[src/include/pwr_ctl_pkg.sv]
// Package for the power-state and wake controller: states, wake sources, timing counts.
// Assumes a single 250 MHz standby-domain clock.
package pwr_ctl_pkg;
    localparam int CLK_MHZ = 250;
    localparam int HOLD_SEC = 4;
    localparam longint HOLD_CYCLES = longint'(HOLD_SEC) * 64'd1000000 * longint'(CLK_MHZ);
    localparam int DEBOUNCE_US = 10;
    localparam int DEBOUNCE_CYCLES = DEBOUNCE_US * CLK_MHZ;
    localparam int NUM_FANS = 3;
    localparam int NUM_WAKE = 9;
    // Wake source bit positions.
    localparam int WK_KBD = 0;
    localparam int WK_SERIAL = 1;
    localparam int WK_USB = 2;
    localparam int WK_LAN = 3;
    localparam int WK_PME = 4;
    localparam int WK_RTC = 5;
    localparam int WK_PCIE = 6;
    localparam int WK_RING = 7;
    localparam int WK_SWITCH = 8;
    // Sources that may wake from suspend to RAM, and from suspend to disk or soft-off.
    localparam logic [8:0] WAKE_OK_S3 = 9'h1ff;
    localparam logic [8:0] WAKE_OK_S45 = 9'h178;
    // Restore policy codes.
    localparam logic [1:0] AC_LAST = 2'h0;
    localparam logic [1:0] AC_ON = 2'h1;
    localparam logic [1:0] AC_OFF = 2'h2;
    localparam logic [7:0] FAN_DUTY_RESET = 8'hff;
    typedef enum logic [3:0] {
        ST_OFF = 4'h1,
        ST_ON = 4'h2,
        ST_S3 = 4'h4,
        ST_S4 = 4'h8
    } pstate_type;
endpackage

[src/hdl/power_state_wake_control.sv]
// Power-state sequencer: power switch, OS commands, wake sources, AC restore, fan gating.
// Assumes all inputs are synchronous to core_clk and the block runs from standby power.
// Notes on behaviour
// - Short switch press: off to on, on to sleep, sleep to on.
// - Long switch press forces soft-off from working or sleeping.
// - Only OS commands, the switch, wake sources and AC return change state.
// - OS may command soft-off.
// - Soft-off drops main rails, standby power stays.
// - After AC return, resume the last state by default.
// - A stored setting selects the AC restore response.
// - Keyboard, serial, USB, ring wake from S3 only; others from S3, S4, S5.
// - LAN and PME wake from soft-off disabled after configuration reset.
// - Setting power-on enables LAN wake from soft-off.
// - A telephony ring is accepted as a wake source.
// - Fans run in the working state.
// - Fans are off in every other state.
// - Each fan channel takes a tachometer input.
// - Each fan channel supports temperature-driven speed or on-off control.
// - A LAN wake packet request powers the system up.
// - PME wakes from S3, S4, S5 only when enabled.
`timescale 1ns/1ps
`default_nettype none
module power_state_wake_control
    import pwr_ctl_pkg::*;
#(
    parameter longint HOLD_CYC = HOLD_CYCLES
)(
    input wire logic core_clk,
    input wire logic rst,
    input wire logic clk_en,
    input wire logic ac_restored,
    input wire logic last_was_on,
    input wire logic [1:0] ac_policy,
    input wire logic cfg_reset,
    input wire logic cfg_wake_s5_set,
    input wire logic cfg_wake_s5_val,
    input wire logic cfg_pme_en,
    input wire logic switch_pressed,
    input wire logic os_cmd_valid,
    input wire logic [1:0] os_cmd,
    input wire logic [NUM_WAKE-1:0] wake_req,
    input wire logic [NUM_FANS-1:0] fan_tach,
    input wire logic [NUM_FANS-1:0] fan_loop_en,
    input wire logic [7:0] fan_duty,
    output logic main_rails_on,
    output logic [1:0] power_state,
    output logic [NUM_FANS-1:0] fan_drive,
    output logic [NUM_FANS-1:0] fan_tach_pulse
);
    pstate_type state;
    pstate_type next_state;
    logic sw_db;
    logic sw_db_q;
    logic [15:0] db_cnt;
    logic [39:0] hold_cnt;
    logic long_done;
    logic short_rel;
    logic wake_s5_en;
    logic [NUM_WAKE-1:0] wake_mask;
    logic wake_hit;
    logic [7:0] pwm_cnt;

    always_ff @(posedge core_clk)
    begin
        if (rst)
        begin
            sw_db <= 1'b0;
            db_cnt <= 16'h0000;
        end
        else if (clk_en)
        begin
            if (switch_pressed == sw_db)
                db_cnt <= 16'h0000;
            else if (db_cnt == 16'(DEBOUNCE_CYCLES - 1))
            begin
                sw_db <= switch_pressed;
                db_cnt <= 16'h0000;
            end
            else
                db_cnt <= db_cnt + 16'h0001;
        end
    end

    always_ff @(posedge core_clk)
    begin
        if (rst)
        begin
            sw_db_q <= 1'b0;
            hold_cnt <= 40'h0;
            long_done <= 1'b0;
        end
        else if (clk_en)
        begin
            sw_db_q <= sw_db;
            if (!sw_db)
            begin
                hold_cnt <= 40'h0;
                long_done <= 1'b0;
            end
            else if (!long_done)
            begin
                hold_cnt <= hold_cnt + 40'h1;
                if (hold_cnt == 40'(HOLD_CYC - 1))
                    long_done <= 1'b1;
            end
        end
    end

    // A release before the threshold ends a short press; a long press acts once at the threshold.
    assign short_rel = sw_db_q && !sw_db && !long_done;

    // soft-off wake enable, cleared by configuration reset
    always_ff @(posedge core_clk)
    begin
        if (rst)
            wake_s5_en <= 1'b0;
        else if (clk_en)
        begin
            if (cfg_reset)
                wake_s5_en <= 1'b0;
            else if (cfg_wake_s5_set)
                wake_s5_en <= cfg_wake_s5_val;
        end
    end

    genvar gi;
    generate
        for (gi = 0; gi < NUM_WAKE; gi++)
        begin : g_wake
            always_comb
            begin
                wake_mask[gi] = 1'b0;
                if (state == ST_S3)
                    wake_mask[gi] = WAKE_OK_S3[gi];
                else if (state == ST_S4 || state == ST_OFF)
                    wake_mask[gi] = WAKE_OK_S45[gi];
                if (gi == WK_PME && !cfg_pme_en)
                    wake_mask[gi] = 1'b0;
                // LAN and PME in soft-off need the soft-off enable
                if ((gi == WK_LAN || gi == WK_PME) && state == ST_OFF && !wake_s5_en)
                    wake_mask[gi] = 1'b0;
            end
        end
    endgenerate

    // masked sources are dropped; ring and LAN count when allowed.
    assign wake_hit = |(wake_req & wake_mask);

    // only switch, OS, wake and AC restore paths change state
    always_comb
    begin
        next_state = state;
        unique case (state)
            ST_OFF:
                if (short_rel || wake_hit)
                    next_state = ST_ON;
            ST_ON:
            begin
                if (sw_db && !long_done && hold_cnt == 40'(HOLD_CYC - 1))
                    next_state = ST_OFF;
                else if (short_rel)
                    next_state = ST_S3;
                else if (os_cmd_valid && os_cmd != 2'h0)
                    next_state = (os_cmd == 2'h1) ? ST_S3 : (os_cmd == 2'h2) ? ST_S4 : ST_OFF;
            end
            ST_S3, ST_S4:
            begin
                if (sw_db && !long_done && hold_cnt == 40'(HOLD_CYC - 1))
                    next_state = ST_OFF;
                else if (short_rel || wake_hit)
                    next_state = ST_ON;
            end
        endcase
        // resume after AC return; policy selects
        if (ac_restored)
            next_state = (ac_policy == AC_ON || (ac_policy == AC_LAST && last_was_on)) ? ST_ON : ST_OFF;
    end

    always_ff @(posedge core_clk)
    begin
        if (rst)
            state <= ST_OFF;
        else if (clk_en)
            state <= next_state;
    end

    // rails follow the working state; standby is not gated here
    always_ff @(posedge core_clk)
    begin
        if (rst)
        begin
            main_rails_on <= 1'b0;
            power_state <= 2'h3;
        end
        else if (clk_en)
        begin
            main_rails_on <= (next_state == ST_ON);
            unique case (state)
                ST_ON: power_state <= 2'h0;
                ST_S3: power_state <= 2'h1;
                ST_S4: power_state <= 2'h2;
                ST_OFF: power_state <= 2'h3;
            endcase
        end
    end

    always_ff @(posedge core_clk)
    begin
        if (rst)
            pwm_cnt <= 8'h00;
        else if (clk_en)
            pwm_cnt <= pwm_cnt + 8'h01;
    end

    generate
        for (gi = 0; gi < NUM_FANS; gi++)
        begin : g_fan
            logic tach_q;
            always_ff @(posedge core_clk)
            begin
                if (rst)
                begin
                    tach_q <= 1'b0;
                    fan_tach_pulse[gi] <= 1'b0;
                end
                else if (clk_en)
                begin
                    tach_q <= fan_tach[gi];
                    fan_tach_pulse[gi] <= fan_tach[gi] && !tach_q;
                end
            end
            // fans on when working; off otherwise; loop duty
            always_ff @(posedge core_clk)
            begin
                if (rst)
                    fan_drive[gi] <= 1'b0;
                else if (clk_en)
                    fan_drive[gi] <= (state == ST_ON) &&
                        (!fan_loop_en[gi] || fan_duty == FAN_DUTY_RESET || pwm_cnt < fan_duty);
            end
        end
    endgenerate
endmodule
`default_nettype wire

[config.mk]
export PLATFORM = sky130hd
export DESIGN_NAME = power_state_wake_control
export DESIGN_NICKNAME = d
export VERILOG_FILES = /design/src/include/pwr_ctl_pkg.sv /design/src/hdl/power_state_wake_control.sv
export SDC_FILE = /design/constraint.sdc
export NUM_CORES = 1
export LEC_CHECK = 0
export ABC_CLOCK_PERIOD_IN_PS = 3150
export BUFFER_PORTS_ARGS = -buffer_cell sky130_fd_sc_hd__buf_4
export CAP_MARGIN = 20
export CELL_PAD_IN_SITES_DETAIL_PLACEMENT = 0
export CELL_PAD_IN_SITES_GLOBAL_PLACEMENT = 1
export CORE_UTILIZATION = 40
export CTS_CLUSTER_DIAMETER = 120
export DETAILED_ROUTE_END_ITERATION = 8
export PLACE_DENSITY_LB_ADDON = 0.1
export SETUP_SLACK_MARGIN = 0.2
export SLEW_MARGIN = 30
export SYNTH_ARGS = -nofsm -noshare
export SYNTH_HDL_FRONTEND = slang
export SYNTH_SLANG_ARGS = --single-unit
[constraint.sdc]
create_clock -name core_clk -period 3.15 [get_ports core_clk]
set_input_delay 0.315 -clock core_clk [delete_from_list [all_inputs] [get_ports core_clk]]
set_output_delay 0.315 -clock core_clk [all_outputs]
set_load 0.01 [all_outputs]
==> results.sh, run 1 <==
export IMPL_synth_top_cell_by_area="dfxtp_1"
export IMPL_drive_gt1_share_pct=13.2
export IMPL_crit_path_max_incr_delay_ns=0.54
export IMPL_crit_fanout=19
export IMPL_ir_worst_vdd_mv=0.239
export IMPL_fillers=1092
export IMPL_synth_seq_cells=84
export IMPL_syn_area_per_cell_um2=8.27
export IMPL_finalClockSkew_ns=0.0106
export IMPL_crit_type="reg2reg"
export IMPL_r2r_cells=7
export IMPL_synth_top_area_share_pct=37.4
export IMPL_netlist_area_um2=4490
export IMPL_clock_tree_buffer_depth=2
export IMPL_port_buffers=46
export IMPL_io_pins=47
export IMPL_p_leak_uw=0.00188
export IMPL_place_area_um2=4920
export IMPL_max_slew_margin_rel_pct=56.4
export IMPL_yosys_top_cells_count="84 x dfxtp_1, 64 x nor2_1, 48 x nand2_1"
export IMPL_r2r_end="db_cnt[8]$_SDFFE_PP0P_"
export IMPL_wl_um=10100
export IMPL_finalPower_uw=1950
export IMPL_critPathArrivalTime_ns=2.78
export IMPL_post_dp_hpwl_um=7060
export IMPL_final_area_um2=5090
export IMPL_yosysSeqAreaShare_pct=37.4
export IMPL_cts_resized_gates=0
export IMPL_cpMaxStageDelayCell="or2_1"
export IMPL_die_x_um=108
export IMPL_rsz0062_at_grt="no"
export IMPL_final_nets=628
export IMPL_clkTransAtPathRegs_ns=0.08
export IMPL_synthFlopType="dfxtp_1"
export IMPL_globalRouteOverflowTotal=0
export IMPL_holdPathEnd="fan_drive[0]$_SDFFE_PP0P_"
export IMPL_route_detailed_drc=0
export IMPL_ctsHoldBuffers=0
export IMPL_place_ws_ns=0.653
export IMPL_ant_nets=0
export IMPL_area_delta_synth_final_pct=13.2
export IMPL_cts_tree="yes"
export IMPL_timing_final_hold_violations=0
export IMPL_vias=3939
export IMPL_grt_max_degree=46
export IMPL_postLayoutCoreUtil_pct=46.7
export IMPL_cp_required_ns=3.38
export IMPL_grt_pass1_wl_um=17100
export IMPL_post_cts_buffers=0
export IMPL_start_kind="register"
export IMPL_place_gp_congestion=0.830
export IMPL_async_flop_share_pct=0
export IMPL_dr_pass1_iters=4
export IMPL_grtUsageTotal_pct=18.5
export IMPL_multi_input_area_um2=2620
export IMPL_die_h_um=108
export IMPL_path_cells="ha_1 > or3b_2 > nor4_2 > or2_1 > o21ai_0 > a22oi_1 > nor2_1"
export IMPL_synth_edf_count=0
export IMPL_synth_most_common_cell="dfxtp_1"
export IMPL_n_antenna_cell=0
export IMPL_whs_path_depth=2
export IMPL_max_freq_mhz=393
export IMPL_wl_per_cell_um=14.1
export IMPL_synth_warnings=0
export IMPL_hold_class="in2reg"
export IMPL_via_per_inst=5.46
export IMPL_num_rows=38
export IMPL_cap_violations=0
export IMPL_initial_utilization_pct=41.3
export IMPL_die_area_um2=11700
export IMPL_hp_start="fan_loop_en[0]"
export IMPL_synth_nets=594
export IMPL_clockRootBuffer="clkbuf_8"
export IMPL_final_min_clock_period_ns=2.54
export IMPL_drt_iter0_drc=246
export IMPL_synth_cell_type_count=61
export IMPL_setup_viol=0
export IMPL_r2r_slack_ns=0.61
export IMPL_grt_pass1_vias=3608
export IMPL_timing_rr_start="db_cnt[0]$_SDFFE_PP0P_"
export IMPL_core_area_um2=10900
export IMPL_clock_sinks=84
export IMPL_timing_final_crit_share_pct=80.7
export IMPL_p_per_area_nw_per_um2=383
export IMPL_synth_cells=543
export IMPL_regArea_um2=1680
export IMPL_outcome="complete, no violations"
export IMPL_timing_final_ws_setup_ns=0.609
export IMPL_setup_tns_ns=0
export IMPL_critPathCaptureType="register"
export IMPL_worst_pin_slew_ns=0.654
export IMPL_h_tree_depth=3
export IMPL_clock_latency_ns=0.37
export IMPL_cts_inserted_buffers=9
export IMPL_drv_slew=0
export IMPL_ys_top_cells_by_area="dfxtp_1 37%, nor2_1 5.3%, xor2_1 4.7%"
export IMPL_antenna_found_initial=0
==> kinds of logic (layout without fill, tap and decap cells) <==
| kind of cell | count (synthesis) | after routing | share of synthesized area, % |
|---|---|---|---|
| AND/OR/NAND/NOR | 248 | 248 | 30.7 |
| AO/OA/AOI/OAI | 114 | 114 | 16.2 |
| flip-flops | 84 | 84 | 37.4 |
| buffers and inverters | 45 | 84 | 4.23 |
| XOR/XNOR | 34 | 34 | 6.63 |
| adder cells (fa/ha/maj) | 13 | 13 | 3.62 |
| multiplexers | 5 | 5 | 1.11 |
==> power by group <==
group,total [µW],switching (µW),internal (µW)
Combinational,175,92.1,82.4
Sequential,1090,17.3,1080
Clock,678,371,307
==> worst max path at each step <==
| stage | start | slack, ns | endpoint |
|---|---|---|---|
| floorplan | db_cnt[0]$_SDFFE_PP0P_ | 1.02 | db_cnt[13]$_SDFFE_PP0P_ |
| global placement | db_cnt[0]$_SDFFE_PP0P_ | 0.67 | db_cnt[8]$_SDFFE_PP0P_ |
| detailed placement | db_cnt[0]$_SDFFE_PP0P_ | 0.65 | db_cnt[8]$_SDFFE_PP0P_ |
| CTS | db_cnt[0]$_SDFFE_PP0P_ | 0.63 | db_cnt[8]$_SDFFE_PP0P_ |
| global route | db_cnt[0]$_SDFFE_PP0P_ | 0.32 | db_cnt[8]$_SDFFE_PP0P_ |
| finish | db_cnt[0]$_SDFFE_PP0P_ | 0.61 | db_cnt[8]$_SDFFE_PP0P_ |
==> per-layer routing <==
metal	vias to the layer above	share of wire, %	wire [µm]	GRT usage (%)
met3	13	3.1	314	3.80
met5	-	0	0	0
li1	2041	-	-	-
met2	58	44	4430	28.1
met1	1827	52	5280	25.8
met4	0	1.2	125	6.75
==> flip-flops by register name, summed over array words and instances (netlist names) <==
name,cells
db_cnt,16
fan_drive,3
fan_tach_pulse,3
g_fan.tach_q,3
hold_cnt,40
long_done,1
main_rails_on,1
power_state,2
pwm_cnt,8
state,4
sw_db,1
sw_db_q,1
wake_s5_en,1
==> cells in the final DEF (no fill, tap or decap), types with 6 or more instances in the layout <==
| cell type | netlist | final |
|---|---|---|
| nor3b_1 | 7 | 7 |
| dfxtp_1 | 84 | 84 |
| nand3b_1 | 6 | 6 |
| or3_1 | 14 | 14 |
| or4_1 | 9 | 9 |
| a21oi_1 | 35 | 35 |
| xnor2_1 | 10 | 10 |
| clkbuf_8 | 0 | 10 |
| nor3_1 | 8 | 8 |
| nand2_1 | 48 | 48 |
| and3_1 | 13 | 13 |
| nor4_1 | 8 | 8 |
| nor2_1 | 64 | 64 |
| nand3_1 | 21 | 21 |
| o21ai_0 | 28 | 27 |
| nand4_1 | 17 | 17 |
| inv_1 | 17 | 17 |
| buf_4 | 2 | 50 |
| ha_1 | 13 | 13 |
| xor2_1 | 24 | 24 |
| o211ai_1 | 10 | 10 |
==> critical path: cells and delay by family (launching register included) <==
family	cells	cell delay [ns]
adder cells (fa/ha/maj)	1	0.22
AO/OA/AOI/OAI	2	0.38
AND/OR/NAND/NOR	4	1.45
flip-flops	1	0.37
==> stage by stage <==
stage	hold WS [ns]	instances
6_report	0.142	722
2_1_floorplan	0.434	543
3_5_place_dp	0.457	706
5_1_grt	0.137	722
3_3_place_gp	0.451	706
4_1_cts	0.126	722
==> cell type report <==
class | count | area share [%]
flip-flops and latches | 84 | 33.1
repair buffers | 50 | 7.38
multi-input cells | 414 | 51.6
clock inverters | 2 | 0.197
inverters | 18 | 1.33
well taps | 140 | 3.44
clock buffers | 14 | 3.00
Note: power is estimated with default switching activity, not from simulation.
==> run 2: changes to the inputs <==
ABC_CLOCK_PERIOD_IN_PS = 2600   (was 3150)
clock period = 2.6 ns   (was 3.15 ns; I/O delays follow)
==> run 2 against run 1 <==
  * Global-route usage grew 0.45 points
  * Clock power grew 53%
  * Cell area grew 2.8%
  * Die area is the same
  * Cell count grew 1.2%
  * Largest cell class unchanged
  * Sequential share of layout area shrank 0.90 points
  * Core utilization grew 1.3 points
  * Hold slack lost 0.062 ns
  * Maximum frequency grew 14%
==> results.sh, run 2 (same netlist as run 1, synthesis figures left out) <==
export IMPL_layout_commonest_cell="dfxtp_1"
export IMPL_area_delta_synth_final_pct=16.4
export IMPL_cts_tree="yes"
export IMPL_ir_worst_vdd_mv=0.342
export IMPL_drv_slew=0
export IMPL_whs_path_depth=2
export IMPL_clockRootBuffer="clkbuf_8"
export IMPL_finalPower_uw=2590
export IMPL_grtUsageTotal_pct=19.0
export IMPL_gr_usage_met2_pct=28.8
export IMPL_clock_latency_ns=0.37
export IMPL_cts_resized_gates=0
export IMPL_outcome="complete, no violations"
export IMPL_num_rows=38
export IMPL_crit_fanout=10
export IMPL_timing_final_hold_violations=0
export IMPL_holdPathEnd="fan_drive[0]$_SDFFE_PP0P_"
export IMPL_wl_per_cell_um=13.8
export IMPL_setup_viol=0
export IMPL_place_gp_congestion=0.794
export IMPL_critPathArrivalTime_ns=2.47
export IMPL_cp_required_ns=2.84
export IMPL_max_slew_margin_rel_pct=53.4
export IMPL_max_freq_mhz=449
export IMPL_layout_common_cells="84 x dfxtp_1, 64 x nor2_1, 58 x buf_4, 48 x nand2_1, 35 x a21oi_1"
export IMPL_die_x_um=108
export IMPL_start_kind="register"
export IMPL_wl_um=10100
export IMPL_r2r_slack_ns=0.37
export IMPL_clock_sinks=84
export IMPL_drive_gt1_share_pct=15.1
export IMPL_via_per_inst=5.39
export IMPL_path_cells="ha_1 > or3b_2 > nor4_4 > or2_1 > buf_4 > o21ai_0 > a22oi_1 > nor2_1"
export IMPL_r2r_end="db_cnt[8]$_SDFFE_PP0P_"
export IMPL_post_cts_buffers=0
export IMPL_cts_inserted_buffers=9
export IMPL_critPathCaptureType="register"
export IMPL_setup_tns_ns=0
export IMPL_crit_path_max_incr_delay_ns=0.49
export IMPL_clock_tree_buffer_depth=2
export IMPL_grt_pass1_wl_um=17400
export IMPL_ctsHoldBuffers=0
export IMPL_p_leak_uw=0.00196
export IMPL_startpoint="db_cnt[0]$_SDFFE_PP0P_"
export IMPL_rsz0062_at_grt="no"
export IMPL_cap_violations=0
export IMPL_cp_top_family="simple AND/OR/NAND/NOR gates"
export IMPL_met3_usage_pct=5.24
export IMPL_n_antenna_cell=0
export IMPL_die_h_um=108
export IMPL_final_min_clock_period_ns=2.23
export IMPL_hold_class="in2reg"
export IMPL_top_regs="hold_cnt x40, db_cnt x16, pwm_cnt x8"
export IMPL_core_area_um2=10900
export IMPL_hp_start="fan_loop_en[0]"
export IMPL_ant_nets=0
export IMPL_antenna_found_initial=0
export IMPL_grt_pass1_vias=3681
export IMPL_timing_rr_start="db_cnt[0]$_SDFFE_PP0P_"
export IMPL_largest_reg_flops=40
export IMPL_cpMaxStageDelayCell="or3b_2"
export IMPL_crit_type="reg2reg"
export IMPL_clkTransAtPathRegs_ns=0.08
export IMPL_timing_final_crit_share_pct=85.7
export IMPL_crit_buf_inv=1
export IMPL_grtUsageMet1_pct=25.7
export IMPL_port_buffers=46
export IMPL_h_tree_depth=3
export IMPL_final_nets=637
export IMPL_die_area_um2=11700
export IMPL_finalClockSkew_ns=0.00608
export IMPL_r2r_cells=8
export IMPL_globalRouteOverflowTotal=0
export IMPL_top_register="hold_cnt"
export IMPL_dr_pass1_iters=4
export IMPL_grt_max_degree=46
export IMPL_io_pins=47
export IMPL_worst_pin_slew_ns=0.699
export IMPL_p_per_area_nw_per_um2=495
export IMPL_route_detailed_drc=0
export IMPL_vias=3937
export IMPL_initial_utilization_pct=41.3
export IMPL_post_dp_hpwl_um=7060
export IMPL_busiest_layer="met2"
export IMPL_drt_iter0_drc=128
==> run 2: final cells by class <==
cell class                 instances  area [µm²]
inverter                          18        67.6
multi-input combinational        414        2630
tap                              140         175
timing repair buffer              59         455
clock buffer                      11         141
fill                            1057        5660
sequential                        84        1680
clock inverter                     5        75.1
==> run 2: how the worst max path moves through the flow <==
stage	depth (start not counted)	endpoint	slack, ns
2_1_floorplan	9	db_cnt[13]$_SDFFE_PP0P_	0.47
3_3_place_gp	8	db_cnt[8]$_SDFFE_PP0P_	0.42
3_5_place_dp	8	db_cnt[8]$_SDFFE_PP0P_	0.34
4_1_cts	8	db_cnt[8]$_SDFFE_PP0P_	0.32
5_1_grt	7	main_rails_on$_SDFFE_PP0P_	0.22
6_report	8	db_cnt[8]$_SDFFE_PP0P_	0.37
==> run 2: stage by stage <==
step	cells	worst slack, ns	utilization, %	hold WS (ns)	cell area [µm²]
2_1_floorplan	543	0.467	-	0.379	4490
3_3_place_gp	715	0.418	46.0	0.454	5000
3_5_place_dp	715	0.337	46.0	0.456	5000
4_1_cts	731	0.323	47.9	0.0565	5220
5_1_grt	731	0.223	48.0	0.0446	5230
6_report	731	0.373	48.0	0.0800	5230
==> run 2: worst register-to-register path, delay by kind of cell, from the launching register on <==
kind	cells	cell delay [ns]
buf+inv	1	0.16
fa+ha+maj	1	0.22
flops	1	0.38
simple gates	4	1.05
compound gates	2	0.30
==> run 2: report_power, final <==
group	switching [µW]	internal (µW)
clock network	481	563
registers	19.3	1300
logic	115	109
==> run 2: routing by layer <==
| metal | vias up | part of all wire, % |
|---|---|---|
| met2 | 47 | 42 |
| met3 | 12 | 3.1 |
| met4 | 0 | 1.5 |
| met1 | 1821 | 53 |
| met5 | - | 0 |
| li1 | 2057 | - |
==> run 3: changes to the inputs <==
CTS_BUF_LIST = sky130_fd_sc_hd__clkbuf_4 sky130_fd_sc_hd__clkbuf_8   (was unset)
==> run 3 against run 2 <==
  * Clock skew is essentially flat
  * Combinational power about the same
  * Via count about the same
  * Critical path depth did not move
==> results.sh, run 3 (same netlist as run 1, synthesis figures left out) <==
export IMPL_grt_max_degree=46
export IMPL_grt_pass1_vias=3681
export IMPL_ctsHoldBuffers=0
export IMPL_grt_pass1_wl_um=17400
export IMPL_multi_input_area_um2=2630
export IMPL_vias=3938
export IMPL_cpMaxStageDelayCell="or3b_2"
export IMPL_cp_required_ns=2.84
export IMPL_holdPathEnd="fan_drive[0]$_SDFFE_PP0P_"
export IMPL_clock_tree_buffer_depth=2
export IMPL_hp_start="fan_loop_en[0]"
export IMPL_hold_class="in2reg"
export IMPL_worst_pin_slew_ns=0.699
export IMPL_placedCellCount=715
export IMPL_max_freq_mhz=449
export IMPL_wl_per_cell_um=13.9
export IMPL_wl_um=10100
export IMPL_ir_worst_vdd_mv=0.342
export IMPL_fillers=1055
export IMPL_clockRootBuffer="clkbuf_8"
export IMPL_p_leak_uw=0.00196
export IMPL_h_tree_depth=3
export IMPL_cts_resized_gates=0
export IMPL_top_regs="hold_cnt x40, db_cnt x16, pwm_cnt x8"
export IMPL_timing_rr_start="db_cnt[0]$_SDFFE_PP0P_"
export IMPL_regArea_um2=1680
export IMPL_start_kind="register"
export IMPL_die_x_um=108
export IMPL_crit_buf_inv=1
export IMPL_setup_tns_ns=0
export IMPL_final_nets=637
export IMPL_via_per_inst=5.39
export IMPL_grtUsageTotal_pct=19.0
export IMPL_crit_type="reg2reg"
export IMPL_dr_pass1_iters=4
export IMPL_timing_final_crit_share_pct=85.7
export IMPL_cts_inserted_buffers=9
export IMPL_largest_reg_flops=40
export IMPL_critPathCaptureType="register"
export IMPL_timing_final_hold_violations=0
export IMPL_postLayoutCoreUtil_pct=48.1
export IMPL_port_buffers=46
export IMPL_post_cts_buffers=0
export IMPL_n_antenna_cell=0
export IMPL_critPathArrivalTime_ns=2.47
export IMPL_cp_top_family="simple AND/OR/NAND/NOR gates"
export IMPL_cap_violations=0
export IMPL_place_ws_ns=0.337
export IMPL_final_instance_count_excl_fill=731
export IMPL_post_dp_hpwl_um=7060
export IMPL_r2r_slack_ns=0.37
export IMPL_setup_viol=0
export IMPL_place_area_um2=5000
export IMPL_area_delta_synth_final_pct=16.5
export IMPL_ant_nets=0
export IMPL_final_min_clock_period_ns=2.23
export IMPL_io_pins=47
export IMPL_top_register="hold_cnt"
export IMPL_initial_utilization_pct=41.3
export IMPL_place_gp_congestion=0.794
export IMPL_route_detailed_drc=0
export IMPL_r2r_end="db_cnt[8]$_SDFFE_PP0P_"
export IMPL_clock_latency_ns=0.37
export IMPL_core_area_um2=10900
export IMPL_whs_path_depth=2
export IMPL_r2r_cells=8
export IMPL_outcome="complete, no violations"
export IMPL_clock_sinks=84
export IMPL_drv_slew=0
export IMPL_rsz0062_at_grt="no"
export IMPL_layout_common_cells="84 x dfxtp_1, 64 x nor2_1, 58 x buf_4, 48 x nand2_1, 35 x a21oi_1"
export IMPL_layout_commonest_cell="dfxtp_1"
export IMPL_num_rows=38
export IMPL_path_cells="ha_1 > or3b_2 > nor4_4 > or2_1 > buf_4 > o21ai_0 > a22oi_1 > nor2_1"
export IMPL_max_slew_margin_rel_pct=53.4
export IMPL_die_h_um=108
export IMPL_p_per_area_nw_per_um2=497
export IMPL_antenna_found_initial=0
export IMPL_globalRouteOverflowTotal=0
export IMPL_timing_final_ws_setup_ns=0.371
export IMPL_finalClockSkew_ns=0.00608
export IMPL_cts_tree="yes"
export IMPL_drive_gt1_share_pct=15.2
export IMPL_die_area_um2=11700
export IMPL_crit_path_max_incr_delay_ns=0.49
export IMPL_final_area_um2=5230
export IMPL_clkTransAtPathRegs_ns=0.08
export IMPL_drt_iter0_drc=128
export IMPL_crit_fanout=10
export IMPL_startpoint="db_cnt[0]$_SDFFE_PP0P_"
## run 3: cell counts in the layout (fill, tap and decap cells not counted)
Identical to the previous run, type by type.
## run 3: worst max-delay path by stage
stage	depth (start not counted)	slack [ns]	to
final	8	0.37	db_cnt[8]$_SDFFE_PP0P_
after global routing	7	0.22	main_rails_on$_SDFFE_PP0P_
after CTS	8	0.32	db_cnt[8]$_SDFFE_PP0P_
after detailed placement	8	0.34	db_cnt[8]$_SDFFE_PP0P_
after global placement	8	0.42	db_cnt[8]$_SDFFE_PP0P_
after floorplan	9	0.47	db_cnt[13]$_SDFFE_PP0P_
## run 3: report_power, final
| part | total, µW | switching [µW] | internal, µW |
|---|---|---|---|
| sequential | 1320 | 19.3 | 1300 |
| combinational | 224 | 115 | 109 |
| clock | 1050 | 481 | 573 |
## run 3: area by class of cell
| class | instances | area share (%) |
|---|---|---|
| Tap cell | 140 | 3.35 |
| Clock buffer | 11 | 2.77 |
| Inverter | 18 | 1.29 |
| Timing Repair Buffer | 59 | 8.70 |
| Clock inverter | 5 | 1.43 |
| Multi-Input combinational cell | 414 | 50.3 |
| Sequential cell | 84 | 32.1 |
## run 3: stage by stage
step | power [µW] | hold slack [ns]
2_1_floorplan | 1480 | 0.379
3_3_place_gp | 1570 | 0.454
3_5_place_dp | 1580 | 0.456
4_1_cts | 2640 | 0.0565
5_1_grt | 2730 | 0.0445
6_report | 2600 | 0.0800
## run 3: routing by layer
metal / routed length, µm / track usage (%)
met1: 5360 / 25.7
met2: 4300 / 28.8
met3: 312 / 5.24
met4: 151 / 6.75
met5: 0 / 0
